## config.mk

```make
export PLATFORM = sky130hd
export DESIGN_NAME = ldc_bank
export DESIGN_NICKNAME = d
export VERILOG_FILES = /design/src/rtl/ldc_pkg.sv /design/src/rtl/ldc_sync.sv /design/src/rtl/ldc_bank.sv
export SDC_FILE = /design/constraint.sdc
export NUM_CORES = 1
export LEC_CHECK = 0
export ABC_AREA = 1
export BUFFER_PORTS_ARGS = -buffer_cell sky130_fd_sc_hd__buf_2
export CAP_MARGIN = 20
export CORE_MARGIN = 2
export CORE_UTILIZATION = 56
export CTS_CLUSTER_DIAMETER = 120
export DETAILED_ROUTE_END_ITERATION = 6
export PLACE_DENSITY_LB_ADDON = 0.05
export SETUP_SLACK_MARGIN = 0.15
export SLEW_MARGIN = 40
export SYNTH_ARGS = -nofsm -noshare
export SYNTH_HDL_FRONTEND = slang
export SYNTH_HIERARCHICAL = 1
export SYNTH_SLANG_ARGS = --single-unit
```

## constraint.sdc

```tcl
create_clock -name clk -period 3.8 [get_ports clk]
set_input_delay 0.57 -clock clk [delete_from_list [all_inputs] [get_ports clk]]
set_output_delay 0.57 -clock clk [all_outputs]
set_load 0.05 [all_outputs]
```

## src/rtl/ldc_pkg.sv

```systemverilog
`default_nettype none

package ldc_pkg;

  // register addresses, upper nibble of the data bus
  localparam logic [3:0] ADDR_X_LOW      = 4'h0;
  localparam logic [3:0] ADDR_X_HIGH     = 4'h1;
  localparam logic [3:0] ADDR_Y_LOW      = 4'h2;
  localparam logic [3:0] ADDR_Y_HIGH     = 4'h3;
  localparam logic [3:0] ADDR_START_LOW  = 4'h4;
  localparam logic [3:0] ADDR_START_HIGH = 4'h5;
  localparam logic [3:0] ADDR_ALT_LOW    = 4'h6;
  localparam logic [3:0] ADDR_ALT_HIGH   = 4'h7;
  localparam logic [3:0] ADDR_DISP_ONE   = 4'h8;
  localparam logic [3:0] ADDR_DISP_TWO   = 4'h9;
  localparam logic [3:0] ADDR_STEP       = 4'hA;
  localparam logic [3:0] ADDR_POWER      = 4'hB;
  localparam logic [3:0] ADDR_DUTY       = 4'hC;
  localparam logic [3:0] ADDR_READ_PTR   = 4'hC;
  localparam logic [3:0] ADDR_BANK       = 4'hF;

  // bank numbers
  localparam logic [2:0] BANK_MAIN = 3'h0;
  localparam logic [2:0] BANK_PTR  = 3'h2;

  // field positions
  localparam int DISP_ENABLE  = 0;
  localparam int DISP_ALL_LIT = 1;
  localparam int DISP_BILEVEL = 2;
  localparam int DISP_SCAN_UP = 3;
  localparam int CTL_MIRROR   = 0;
  localparam int CTL_ALT_EN   = 2;
  localparam int CTL_INVERT   = 3;
  localparam int STEP_X       = 0;
  localparam int STEP_Y       = 1;
  localparam int STEP_WR_ONLY = 2;
  localparam int PWR_INIT     = 0;
  localparam int PWR_PUMP     = 1;
  localparam int PWR_SAVE     = 2;
  localparam int PWR_REG      = 3;

  // values after reset and counts
  localparam logic [3:0] REG_RESET    = 4'h0;
  localparam logic [3:0] UPPER_READ   = 4'hF;
  localparam logic [7:0] LINE_COUNT   = 8'h43;
  localparam logic [6:0] LAST_LINE    = 7'(LINE_COUNT - 8'h01);
  localparam logic [6:0] Y_LAST       = 7'h44;
  localparam logic [4:0] X_LIMIT_MONO = 5'h19;
  localparam logic [1:0] INIT_TICKS   = 2'h2;
  localparam logic [12:0] PINS_IDLE   = 13'h1600;

  // synchronised parallel bus and timebase pins
  typedef struct packed {
    logic       cs_n;
    logic       register_select;
    logic       write_strobe_n;
    logic       read_strobe_n;
    logic       tick;
    logic [7:0] data;
  } ldc_pins_t;

  typedef struct packed {
    logic [4:0] x_addr;
    logic [6:0] y_addr;
  } ldc_ram_addr_t;

  typedef struct packed {
    logic [6:0] start_line_addr;
    logic [6:0] common_row;
    logic       alternation;
    logic       display_reset;
    logic [1:0] pixel_level;
    logic       drivers_grounded;
  } ldc_display_t;

  typedef struct packed {
    logic pump_enable;
    logic regulator_enable;
    logic osc_run;
  } ldc_power_t;

  // rows shown for each duty code
  function automatic logic [6:0] duty_rows(input logic [2:0] code);
    unique case (code)
      3'h0: duty_rows = LAST_LINE + 7'h01;
      3'h1: duty_rows = 7'h38;
      3'h2: duty_rows = 7'h30;
      3'h3: duty_rows = 7'h28;
      3'h4: duty_rows = 7'h20;
      3'h5: duty_rows = 7'h18;
      3'h6: duty_rows = 7'h10;
      3'h7: duty_rows = 7'h08;
    endcase
  endfunction

endpackage

`default_nettype wire

```

## src/rtl/ldc_sync.sv

```systemverilog
`default_nettype none

module ldc_sync #(
  parameter int          WIDTH      = 13,
  parameter logic [WIDTH-1:0] RESET_VALUE = '0
) (
  // clock and reset
  input  wire logic             clk,
  input  wire logic             resetn,
  // pins and their settled copy
  input  wire logic [WIDTH-1:0] async_in,
  output logic      [WIDTH-1:0] sync_out
);

  typedef struct packed {
    logic [WIDTH-1:0] s1;
    logic [WIDTH-1:0] s2;
    logic [WIDTH-1:0] s3;
    logic [WIDTH-1:0] settled;
  } ldc_sync_state_t;

  ldc_sync_state_t st;
  ldc_sync_state_t next_st;

  // a bit changes only once second and third stage agree
  always_comb begin
    next_st    = st;
    next_st.s1 = async_in;
    next_st.s2 = st.s1;
    next_st.s3 = st.s2;
    for (int i = 0; i < WIDTH; i++) begin
      if (st.s2[i] == st.s3[i]) begin
        next_st.settled[i] = st.s3[i];
      end
    end
  end

  // idle pin levels at reset so no false strobe edge appears
  always_ff @(posedge clk) begin
    if (!resetn) begin
      st.s1      <= RESET_VALUE;
      st.s2      <= RESET_VALUE;
      st.s3      <= RESET_VALUE;
      st.settled <= RESET_VALUE;
    end else begin
      st <= next_st;
    end
  end

  assign sync_out = st.settled;

endmodule // ldc_sync

`default_nettype wire

```

## src/rtl/ldc_bank.sv

```systemverilog
`default_nettype none

module ldc_bank #(
  parameter logic [4:0] X_LIMIT_GRAY = 5'h19
) (
  // clock and reset
  input  wire logic                   clk,
  input  wire logic                   resetn,
  // parallel microprocessor pins
  input  wire logic                   cs_n,
  input  wire logic                   register_select,
  input  wire logic                   write_strobe_n,
  input  wire logic                   read_strobe_n,
  input  wire logic [7:0]             data_in,
  output logic      [7:0]             data_out,
  output logic                        data_oe,
  // display memory side
  input  wire logic [7:0]             ram_rdata,
  input  wire logic [1:0]             pixel_data,
  output ldc_pkg::ldc_ram_addr_t      ram_addr,
  // external display timebase
  input  wire logic                   ext_timebase_in,
  // drive and power controls
  output ldc_pkg::ldc_display_t       display,
  output ldc_pkg::ldc_power_t         power
);

  typedef struct packed {
    logic [15:0][3:0]        regs;
    logic [4:0]              x_counter;
    logic [6:0]              y_counter;
    logic [3:0]              bank_select;
    logic [3:0]              read_pointer;
    logic                    wr_prev;
    logic                    rd_prev;
    logic                    tick_prev;
    logic [7:0]              data_out;
    logic                    data_oe;
    logic [1:0]              init_count;
    logic [6:0]              row;
    logic [6:0]              alt_count;
    ldc_pkg::ldc_ram_addr_t  ram_addr;
    ldc_pkg::ldc_display_t   display;
    ldc_pkg::ldc_power_t     power;
  } ldc_bank_state_t;

  ldc_bank_state_t   st;
  ldc_bank_state_t   next_st;
  ldc_pkg::ldc_pins_t pins;

  // all pin inputs share one settling stage so data and strobes stay aligned
  ldc_sync #(
    .WIDTH       (13),
    .RESET_VALUE (ldc_pkg::PINS_IDLE)
  ) u_sync (
    .clk      (clk),
    .resetn   (resetn),
    .async_in ({cs_n, register_select, write_strobe_n, read_strobe_n,
                ext_timebase_in, data_in}),
    .sync_out (pins)
  );

  // writable bits of each main bank register; others are ignored
  function automatic logic [3:0] write_mask(input logic [3:0] addr);
    unique case (addr)
      ldc_pkg::ADDR_START_HIGH,
      ldc_pkg::ADDR_ALT_HIGH,
      ldc_pkg::ADDR_STEP,
      ldc_pkg::ADDR_DUTY:      write_mask = 4'h7;
      ldc_pkg::ADDR_DISP_TWO:  write_mask = 4'hD;
      ldc_pkg::ADDR_START_LOW,
      ldc_pkg::ADDR_ALT_LOW,
      ldc_pkg::ADDR_DISP_ONE,
      ldc_pkg::ADDR_POWER:     write_mask = 4'hF;
      default:                 write_mask = 4'h0;
    endcase
  endfunction

  // nibble seen by a register read at the pointer
  function automatic logic [3:0] read_nibble(input ldc_bank_state_t s);
    logic [3:0] addr;
    addr = s.read_pointer;
    read_nibble = ldc_pkg::REG_RESET;
    if (addr == ldc_pkg::ADDR_BANK) begin
      read_nibble = s.bank_select;
    end else if (s.bank_select[2:0] == ldc_pkg::BANK_PTR) begin
      if (addr == ldc_pkg::ADDR_READ_PTR) begin
        read_nibble = s.read_pointer;
      end
    end else if (s.bank_select[2:0] == ldc_pkg::BANK_MAIN) begin
      unique case (addr)
        ldc_pkg::ADDR_X_LOW:  read_nibble = s.x_counter[3:0];
        ldc_pkg::ADDR_X_HIGH: read_nibble = {3'h0, s.x_counter[4]};
        ldc_pkg::ADDR_Y_LOW:  read_nibble = s.y_counter[3:0];
        ldc_pkg::ADDR_Y_HIGH: read_nibble = {1'h0, s.y_counter[6:4]};
        default:              read_nibble = s.regs[addr];
      endcase
    end
  endfunction

  always_comb begin
    logic       wr_rise;
    logic       rd_rise;
    logic       reg_wr;
    logic       ram_access;
    logic       tick_rise;
    logic       save;
    logic       bilevel;
    logic       frame_end;
    logic [3:0] addr;
    logic [3:0] val;
    logic [4:0] x_limit;
    logic [6:0] rows;
    logic [6:0] alt_code;
    logic [7:0] line_sum;
    logic [1:0] level;
    wr_rise    = 1'b0;
    rd_rise    = 1'b0;
    reg_wr     = 1'b0;
    ram_access = 1'b0;
    tick_rise  = 1'b0;
    save       = 1'b0;
    bilevel    = 1'b0;
    frame_end  = 1'b0;
    addr       = 4'h0;
    val        = 4'h0;
    x_limit    = 5'h00;
    rows       = 7'h00;
    alt_code   = 7'h00;
    line_sum   = 8'h00;
    level      = 2'h0;
    next_st    = st;

    // strobe edges from the settled pins
    wr_rise = pins.write_strobe_n & ~st.wr_prev & ~pins.cs_n;
    rd_rise = pins.read_strobe_n & ~st.rd_prev & ~pins.cs_n;
    next_st.wr_prev   = pins.write_strobe_n;
    next_st.rd_prev   = pins.read_strobe_n;
    next_st.tick_prev = pins.tick;
    addr   = pins.data[7:4];
    val    = pins.data[3:0];
    reg_wr = wr_rise & pins.register_select;

    save      = st.regs[ldc_pkg::ADDR_POWER][ldc_pkg::PWR_SAVE];
    bilevel   = st.regs[ldc_pkg::ADDR_DISP_ONE][ldc_pkg::DISP_BILEVEL];
    x_limit   = bilevel ? ldc_pkg::X_LIMIT_MONO : X_LIMIT_GRAY;
    rows      = ldc_pkg::duty_rows(st.regs[ldc_pkg::ADDR_DUTY][2:0]);
    alt_code  = {st.regs[ldc_pkg::ADDR_ALT_HIGH][2:0], st.regs[ldc_pkg::ADDR_ALT_LOW]};
    // the timebase is ignored entirely while saving power
    tick_rise = pins.tick & ~st.tick_prev & ~save;

    // address stepping on display memory access
    ram_access = ~pins.register_select & (wr_rise |
                 (rd_rise & ~st.regs[ldc_pkg::ADDR_STEP][ldc_pkg::STEP_WR_ONLY]));
    if (ram_access) begin
      unique case (st.regs[ldc_pkg::ADDR_STEP][1:0])
        2'h0: begin
        end
        2'h1: begin
          next_st.x_counter = (st.x_counter >= x_limit) ? 5'h00 : st.x_counter + 5'h01;
        end
        2'h2: begin
          next_st.y_counter = (st.y_counter >= ldc_pkg::Y_LAST) ? 7'h00 :
                              st.y_counter + 7'h01;
        end
        2'h3: begin
          if (st.x_counter >= x_limit) begin
            next_st.x_counter = 5'h00;
            next_st.y_counter = (st.y_counter >= ldc_pkg::Y_LAST) ? 7'h00 :
                                st.y_counter + 7'h01;
          end else begin
            next_st.x_counter = st.x_counter + 5'h01;
          end
        end
      endcase
    end

    // row scan and soft init, one step per timebase edge
    if (tick_rise) begin
      if (st.display.display_reset) begin
        next_st.row                 = 7'h00;
        next_st.alt_count           = 7'h00;
        next_st.display.alternation = 1'b0;
        if (st.init_count == 2'h1) begin
          next_st.display.display_reset = 1'b0;
        end
        next_st.init_count = st.init_count - 2'h1;
      end else if (st.regs[ldc_pkg::ADDR_POWER][ldc_pkg::PWR_INIT]) begin
        next_st.display.display_reset = 1'b1;
        next_st.init_count = ldc_pkg::INIT_TICKS;
        // scan restarts as the reset begins, not one step later
        next_st.row                 = 7'h00;
        next_st.alt_count           = 7'h00;
        next_st.display.alternation = 1'b0;
        next_st.regs[ldc_pkg::ADDR_POWER][ldc_pkg::PWR_INIT] = 1'b0;
      end else begin
        frame_end   = (st.row >= rows - 7'h01);
        next_st.row = frame_end ? 7'h00 : st.row + 7'h01;
        if (st.regs[ldc_pkg::ADDR_DISP_TWO][ldc_pkg::CTL_ALT_EN]) begin
          // code k means k+1 lines between reversals
          if (st.alt_count >= alt_code) begin
            next_st.alt_count           = 7'h00;
            next_st.display.alternation = ~st.display.alternation;
          end else begin
            next_st.alt_count = st.alt_count + 7'h01;
          end
        end else if (frame_end) begin
          next_st.alt_count           = 7'h00;
          next_st.display.alternation = ~st.display.alternation;
        end
      end
    end

    // register writes come last so a host set beats the self-clear
    if (reg_wr) begin
      if (addr == ldc_pkg::ADDR_BANK) begin
        next_st.bank_select = val;
      end else if (st.bank_select[2:0] == ldc_pkg::BANK_PTR) begin
        if (addr == ldc_pkg::ADDR_READ_PTR) begin
          next_st.read_pointer = val;
        end
      end else if (st.bank_select[2:0] == ldc_pkg::BANK_MAIN) begin
        unique case (addr)
          ldc_pkg::ADDR_X_LOW:  next_st.x_counter[3:0] = val;
          ldc_pkg::ADDR_X_HIGH: next_st.x_counter[4]   = val[0];
          ldc_pkg::ADDR_Y_LOW:  next_st.y_counter[3:0] = val;
          ldc_pkg::ADDR_Y_HIGH: next_st.y_counter[6:4] = val[2:0];
          default: begin
            // stepping enables change, counters kept as they are
            next_st.regs[addr] = (st.regs[addr] & ~write_mask(addr)) |
                                 (val & write_mask(addr));
          end
        endcase
      end
    end

    // data bus: register read shows high upper nibble
    next_st.data_oe  = ~pins.cs_n & ~pins.read_strobe_n;
    next_st.data_out = 8'h00;
    if (next_st.data_oe) begin
      next_st.data_out = pins.register_select ? {ldc_pkg::UPPER_READ, read_nibble(st)} :
                         ram_rdata;
    end

    // internal X address, mirrored against the mode limit
    next_st.ram_addr.y_addr = next_st.y_counter;
    next_st.ram_addr.x_addr = st.regs[ldc_pkg::ADDR_DISP_TWO][ldc_pkg::CTL_MIRROR] ?
                              x_limit - next_st.x_counter :
                              next_st.x_counter;

    // line address wraps past the last line
    line_sum = {1'b0, st.regs[ldc_pkg::ADDR_START_HIGH][2:0],
                st.regs[ldc_pkg::ADDR_START_LOW]} + {1'b0, next_st.row};
    if (line_sum > {1'b0, ldc_pkg::LAST_LINE}) begin
      line_sum = line_sum - ldc_pkg::LINE_COUNT;
    end
    next_st.display.start_line_addr = line_sum[6:0];
    next_st.display.common_row =
      st.regs[ldc_pkg::ADDR_DISP_ONE][ldc_pkg::DISP_SCAN_UP] ?
      ldc_pkg::LAST_LINE - next_st.row : next_st.row;

    // pixel drive level: saving, off, all lit, then data with inversion
    level = bilevel ? {2{pixel_data[0]}} : pixel_data;
    if (st.regs[ldc_pkg::ADDR_DISP_TWO][ldc_pkg::CTL_INVERT]) begin
      level = ~level;
    end
    if (st.regs[ldc_pkg::ADDR_DISP_ONE][ldc_pkg::DISP_ALL_LIT]) begin
      level = 2'h3;
    end
    if (save || !st.regs[ldc_pkg::ADDR_DISP_ONE][ldc_pkg::DISP_ENABLE]) begin
      level = 2'h0;
    end
    next_st.display.pixel_level      = level;
    next_st.display.drivers_grounded = save;

    // supply controls; saving stops oscillator and supplies, settings kept
    next_st.power.pump_enable      = st.regs[ldc_pkg::ADDR_POWER][ldc_pkg::PWR_PUMP] & ~save;
    next_st.power.regulator_enable = st.regs[ldc_pkg::ADDR_POWER][ldc_pkg::PWR_REG] & ~save;
    next_st.power.osc_run          = ~save;
  end

  // strobe history starts high so reset release makes no edge
  always_ff @(posedge clk) begin
    if (!resetn) begin
      st               <= '0;
      st.wr_prev       <= 1'b1;
      st.rd_prev       <= 1'b1;
      st.power.osc_run <= 1'b1;
    end else begin
      st <= next_st;
    end
  end

  assign data_out = st.data_out;
  assign data_oe  = st.data_oe;
  assign ram_addr = st.ram_addr;
  assign display  = st.display;
  assign power    = st.power;

endmodule // ldc_bank

`default_nettype wire

```

== Yosys cells after proc, flatten, opt, wreduce, memory -nomap -nowiden ==
Memory sizes are Yosys's and may differ from the RTL's. A register that Yosys moved wholly into a read port is not among the register bits.
Cells that the tools add are included.
Storage, ports and cells
  flip-flop bits (word level): 191
  bits in read-only memories: 176
  bits of input ports: 25
  output and inout port bits: 43
  word-level logic and storage cells: 221
  memories: 3
Memory list
  (no name shown): words 16, width 4, rd ports 1, clocked after memory_dff 0, wr ports 0, RTL line ldc_bank.sv:65  | unique case (addr)
  (no name shown): words 16, width 4, rd ports 1, clocked after memory_dff 0, wr ports 0, RTL line ldc_bank.sv:65
  (no name shown): words 8, width 6, rd ports 1, clocked after memory_dff 1, wr ports 0, RTL line ldc_pkg.sv:84  | unique case (code)
Cells by class
  eq/ne operators: 29
  add/sub/neg operators: 10
  bitwise logic cells: 31
  reduce and logical (&&, ||, !) cells: 18
  muxes and demuxes: 67
  $lt $le $gt $ge: 8
Operators by type and width (number)
  two-way mux 57 bit: 3
  two-way mux 4 bit: 23
  two-way mux 65 bit: 1
  bitwise mux 64 bit: 1
  two-way mux 7 bit: 8
  two-way mux 45 bit: 1
  binary-select mux 4 bit (select 4 bit): 2
  two-way mux 14 bit: 2
  adder 7 x 1 -> 7 bit, second input constant: 3
  demux 4 bit (select 4 bit): 1
  == test 4 x 2 -> 1 bit, second input constant: 4
  == test 4 bit, second input constant: 4
  two-way mux 16 bit: 1
  case mux 4 bit (4 select lines): 1
  two-way mux 5 bit: 3
  >= comparator 7 bit: 2
  case mux 7 bit (2 select lines): 1
  == test 1 bit: 13
  NOT 1 bit: 13
  bitwise AND 1 bit: 12
  two-way mux 12 bit: 1
  < comparator 4 x 5 -> 1 bit, second input constant: 2
  two-way mux 2 bit: 5
  two-way mux 1 bit: 9
  36 further kinds: 47

== Longest topological paths before layout ==
  word-level depth: 18
  depth in mapped cells: 29

== Hierarchy ==
The synthesis kept the hierarchy.
By module, submodules not included
  ldc_bank: cells each 1167, seq. area each 2822.7 µm², instances 1, area each 7995.2 µm²
  ldc_sync: cells each 200, seq. area each 1041.0 µm², instances 1, area each 1711.6 µm²

== Worst setup path before layout ==
OpenSTA, ideal clock, no wires.
  kind: reg-to-reg
  start: register with a tool-made name
  end: register st, in the netlist display[12]
  slack: 0.652 ns
  path buffers: 0
  stages on the path, launching flop included: 24
  period minus slack after synthesis: 3.148 ns
  data arrival time: 3.033 ns
  library setup time: 0.116 ns
  cell sequence: dfxtp_1 > inv_1 > ha_1 > xnor2_1 > ha_1 > nand2_1 > nor2_1 > nand2_1 > nand2_1 > nor2_1 > nand4_1 > nand2_1 > ha_1 > fa_1 > nand2_1 > nand3b_1 > nand2_2 > nand3_1 > nor2_2 > nand2_1 > nand2_2 > nand2_4 > o21ai_0 > nor2_1
RTL lines
  to (signal assigned): RTL line ldc_bank.sv:290  | st <= next_st;
  to (decl): RTL line ldc_bank.sv:47  | ldc_bank_state_t st;

==> metrics.txt <==
status=completed; DR WL met2=10500 um; layout cells sized above 1=0.123; Rows=48; Mapped Nets=1428; fin crit share=0.891; Crit path largest cell delay=0.32 ns; Synth Area per Inst=7.10 um^2; hold path depth=3; clock transition at the registers of the reported paths=0.07 ns; Static Leakage=5.31 nW; Worst setup SP type=flop; Slew headroom=0.550; clk_lat worst skew=0.43 ns; Yosys cell types=45; setup_tns=0 ns; PortBufs=67; Fmax=0.295 GHz; Top-Level Pins=68; CTS Buf Count=17; CTS tree=built; synthesized flop and latch total=193; # setup viols final=0; All-Layer GR Usage=0.258; Die ar.=18400 um^2; maximum vdd drop=0.000301 V; Chip Width=136 um; Worst Setup Path Type=reg2reg; HPWL after detailed placement=16600 um; vias in the first global route=7540; Die Height=136 um; Most common cell on crit path=nand2_1; Worst path slowest cell=dfxtp_1; initial antenna violation count=0; DRC Markers=0; worst path arrival time=3.76 ns; mapped cell area=9710 um^2; # Max-Cap Violations=0; most common cell after layout, fill and taps aside=nand2_1; cells on worst reg2reg path=29; vias per cell=5.27; number of H-tree levels=4; final hold vios=0; worst slew pin tran=0.673 ns; hold crit path type=in2reg; Iter 0 DRT Violations=754; clock skew=0.00723 ns; uppermost layer routed=met4; Synth warnings=6; routability cong.=0.948; Net count, final=1441; maximum fanout along the worst path=8; Final min period=3.39 ns; post-synthesis cell count=1367; met3 routed WL=1430 um; TritonCTS Sinks=193; Critical Path Sink Type=flop; routed wire length=23200 um; CORE AREA=17100 um^2; WL met1=10900 um; count of pins over their slew limit=0; post-route ant nets=0; largest net degree at the start of global routing=41; area grow syn2layout=8.60%; Worst EP required=4.17 ns; Tot Pwr=0.00384 W; Initial Util=0.567; sequential share of the synthesized area=0.398; CTS Buffer Depth=2; fin util=0.616; Vias=8514; Pre-Repair DR Iteration Count=6; most frequent cells in the layout=nand2_1 (256), inv_1 (238), dfxtp_1 (192); RSZ-0062 raised after global routing=no; Root Buffer=clkbuf_16; gr ovfl total=0; first-pass GRT wire length=37700 um; Avg WL per Cell=14.4 um; Antenna diodes=0; pwr dens=365 nW/um^2
-- critical path, delay by kind of cell (launching register included) --
kind,cells,cell delay (ns)
simple gates,22,2.00
fa+ha+maj,2,0.60
flops,1,0.32
buf+inv,4,0.28
xor+xnor,1,0.12
-- metrics by stage --
| step | std cells | hold slack (ns) | instance area [um^2] | setup WS (ns) |
|---|---|---|---|---|
| 2_1_floorplan | 1367 | 0.380 | 9710 | 0.652 |
| 3_3_place_gp | 1584 | 0.381 | 9810 | 0.383 |
| 3_5_place_dp | 1584 | 0.384 | 9810 | 0.241 |
| 4_1_cts | 1615 | 0.286 | 10400 | 0.237 |
| 5_1_grt | 1617 | 0.308 | 10500 | 0.0795 |
| 6_report | 1617 | 0.303 | 10500 | 0.414 |
-- kinds of logic (layout without fill, tap and decap cells) --
kind of cell,count (synthesis),count (layout),synth area share
DFF,193,193,0.398
and+or+nand+nor,529,529,0.236
AOI/OAI and AO/OA,257,257,0.147
xor gates and xnor gates,17,17,0.0153
adders and majority gates,36,36,0.0472
buffers and inverters,335,360,0.157
-- sequential cells by signal, indices dropped and copies added (netlist names), named ones only --
register	count
next_st	1
power	3
st	95
data_out	8
u_sync/sync_out	13
display	18
ram_addr	11
data_oe	1
u_sync/st	13
u_sync/next_st	26
-- Yosys cell counts --
cell,number,area [um^2]
xor2_1,14,123
buf_1,3,11.3
a31o_2,1,8.76
nand3_1,67,335
o32ai_1,1,8.76
a21oi_2,1,8.76
inv_1,240,901
nand3b_1,3,22.5
o22ai_2,1,12.5
xnor2_1,3,26.3
nand2_2,4,25.0
nand4_1,19,119
nand3_2,3,30.0
buf_2,4,20.0
a31oi_1,5,31.3
o21ai_1,5,25.0
nor3_1,15,75.1
buf_6,4,45.0
a21boi_0,1,7.51
nor2_4,6,67.6
clkinv_1,2,7.51
ha_1,35,438
fa_1,1,20.0
o21a_1,5,37.5
a211oi_1,2,15.0
clkbuf_1,12,45.0
inv_2,9,33.8
a21oi_1,92,460
o21ai_0,94,470
nand2_4,3,33.8
nor2_1,138,518
a221oi_1,2,17.5
nor3_2,1,10.0
nor2_2,5,31.3
o21bai_1,3,22.5
nand2_1,262,983
nor3_4,2,32.5
or2_2,1,6.26
dfxtp_1,193,3860
o22ai_1,30,188
o21ai_2,1,8.76
a22oi_1,5,37.5
buf_4,61,458
o221ai_1,4,35.0
o211ai_1,4,30.0
-- area by class of cell --
type                       count  area (um^2)
tap                          225          282
inverter                     251          942
clock inverter                13          118
sequential                   193         3860
fill                        1640         6580
timing repair buffer          78          420
clock buffer                  18          439
multi-input combinational    839         4480
-- power by group --
group,total (W),internal [W],switching [W]
clock,0.00172,0.000879,0.000843
sequential,0.00205,0.00204,0.00000727
combinational,0.0000776,0.0000252,0.0000524
total,0.00384,0.00294,0.000902
-- worst paths after layout --
path / to / slack [ns] / from
worst max-delay path: display[13] / 0.41 / flop
worst min-delay path: u_sync/next_st[36] / 0.30 / write_strobe_n
worst max register to register: display[13] / 0.41 / flop
worst min register to register: u_sync/next_st[22] / 0.40 / u_sync/next_st[35]
-- layer usage --
metal | global-route usage | up-vias
met5 | 0 | -
met4 | 0.0741 | 0
met1 | 0.365 | 3872
met3 | 0.0445 | 40
li1 | - | 4335
met2 | 0.404 | 267
-- what timing repair did --
item,in CTS,in global routing
hold endpoints to repair,0,0
setup buffers,0,2
hold buffers,0,0
endpoints found under the setup margin,0,7
resized for setup,0,36
Power figures use the tool's default switching activity.
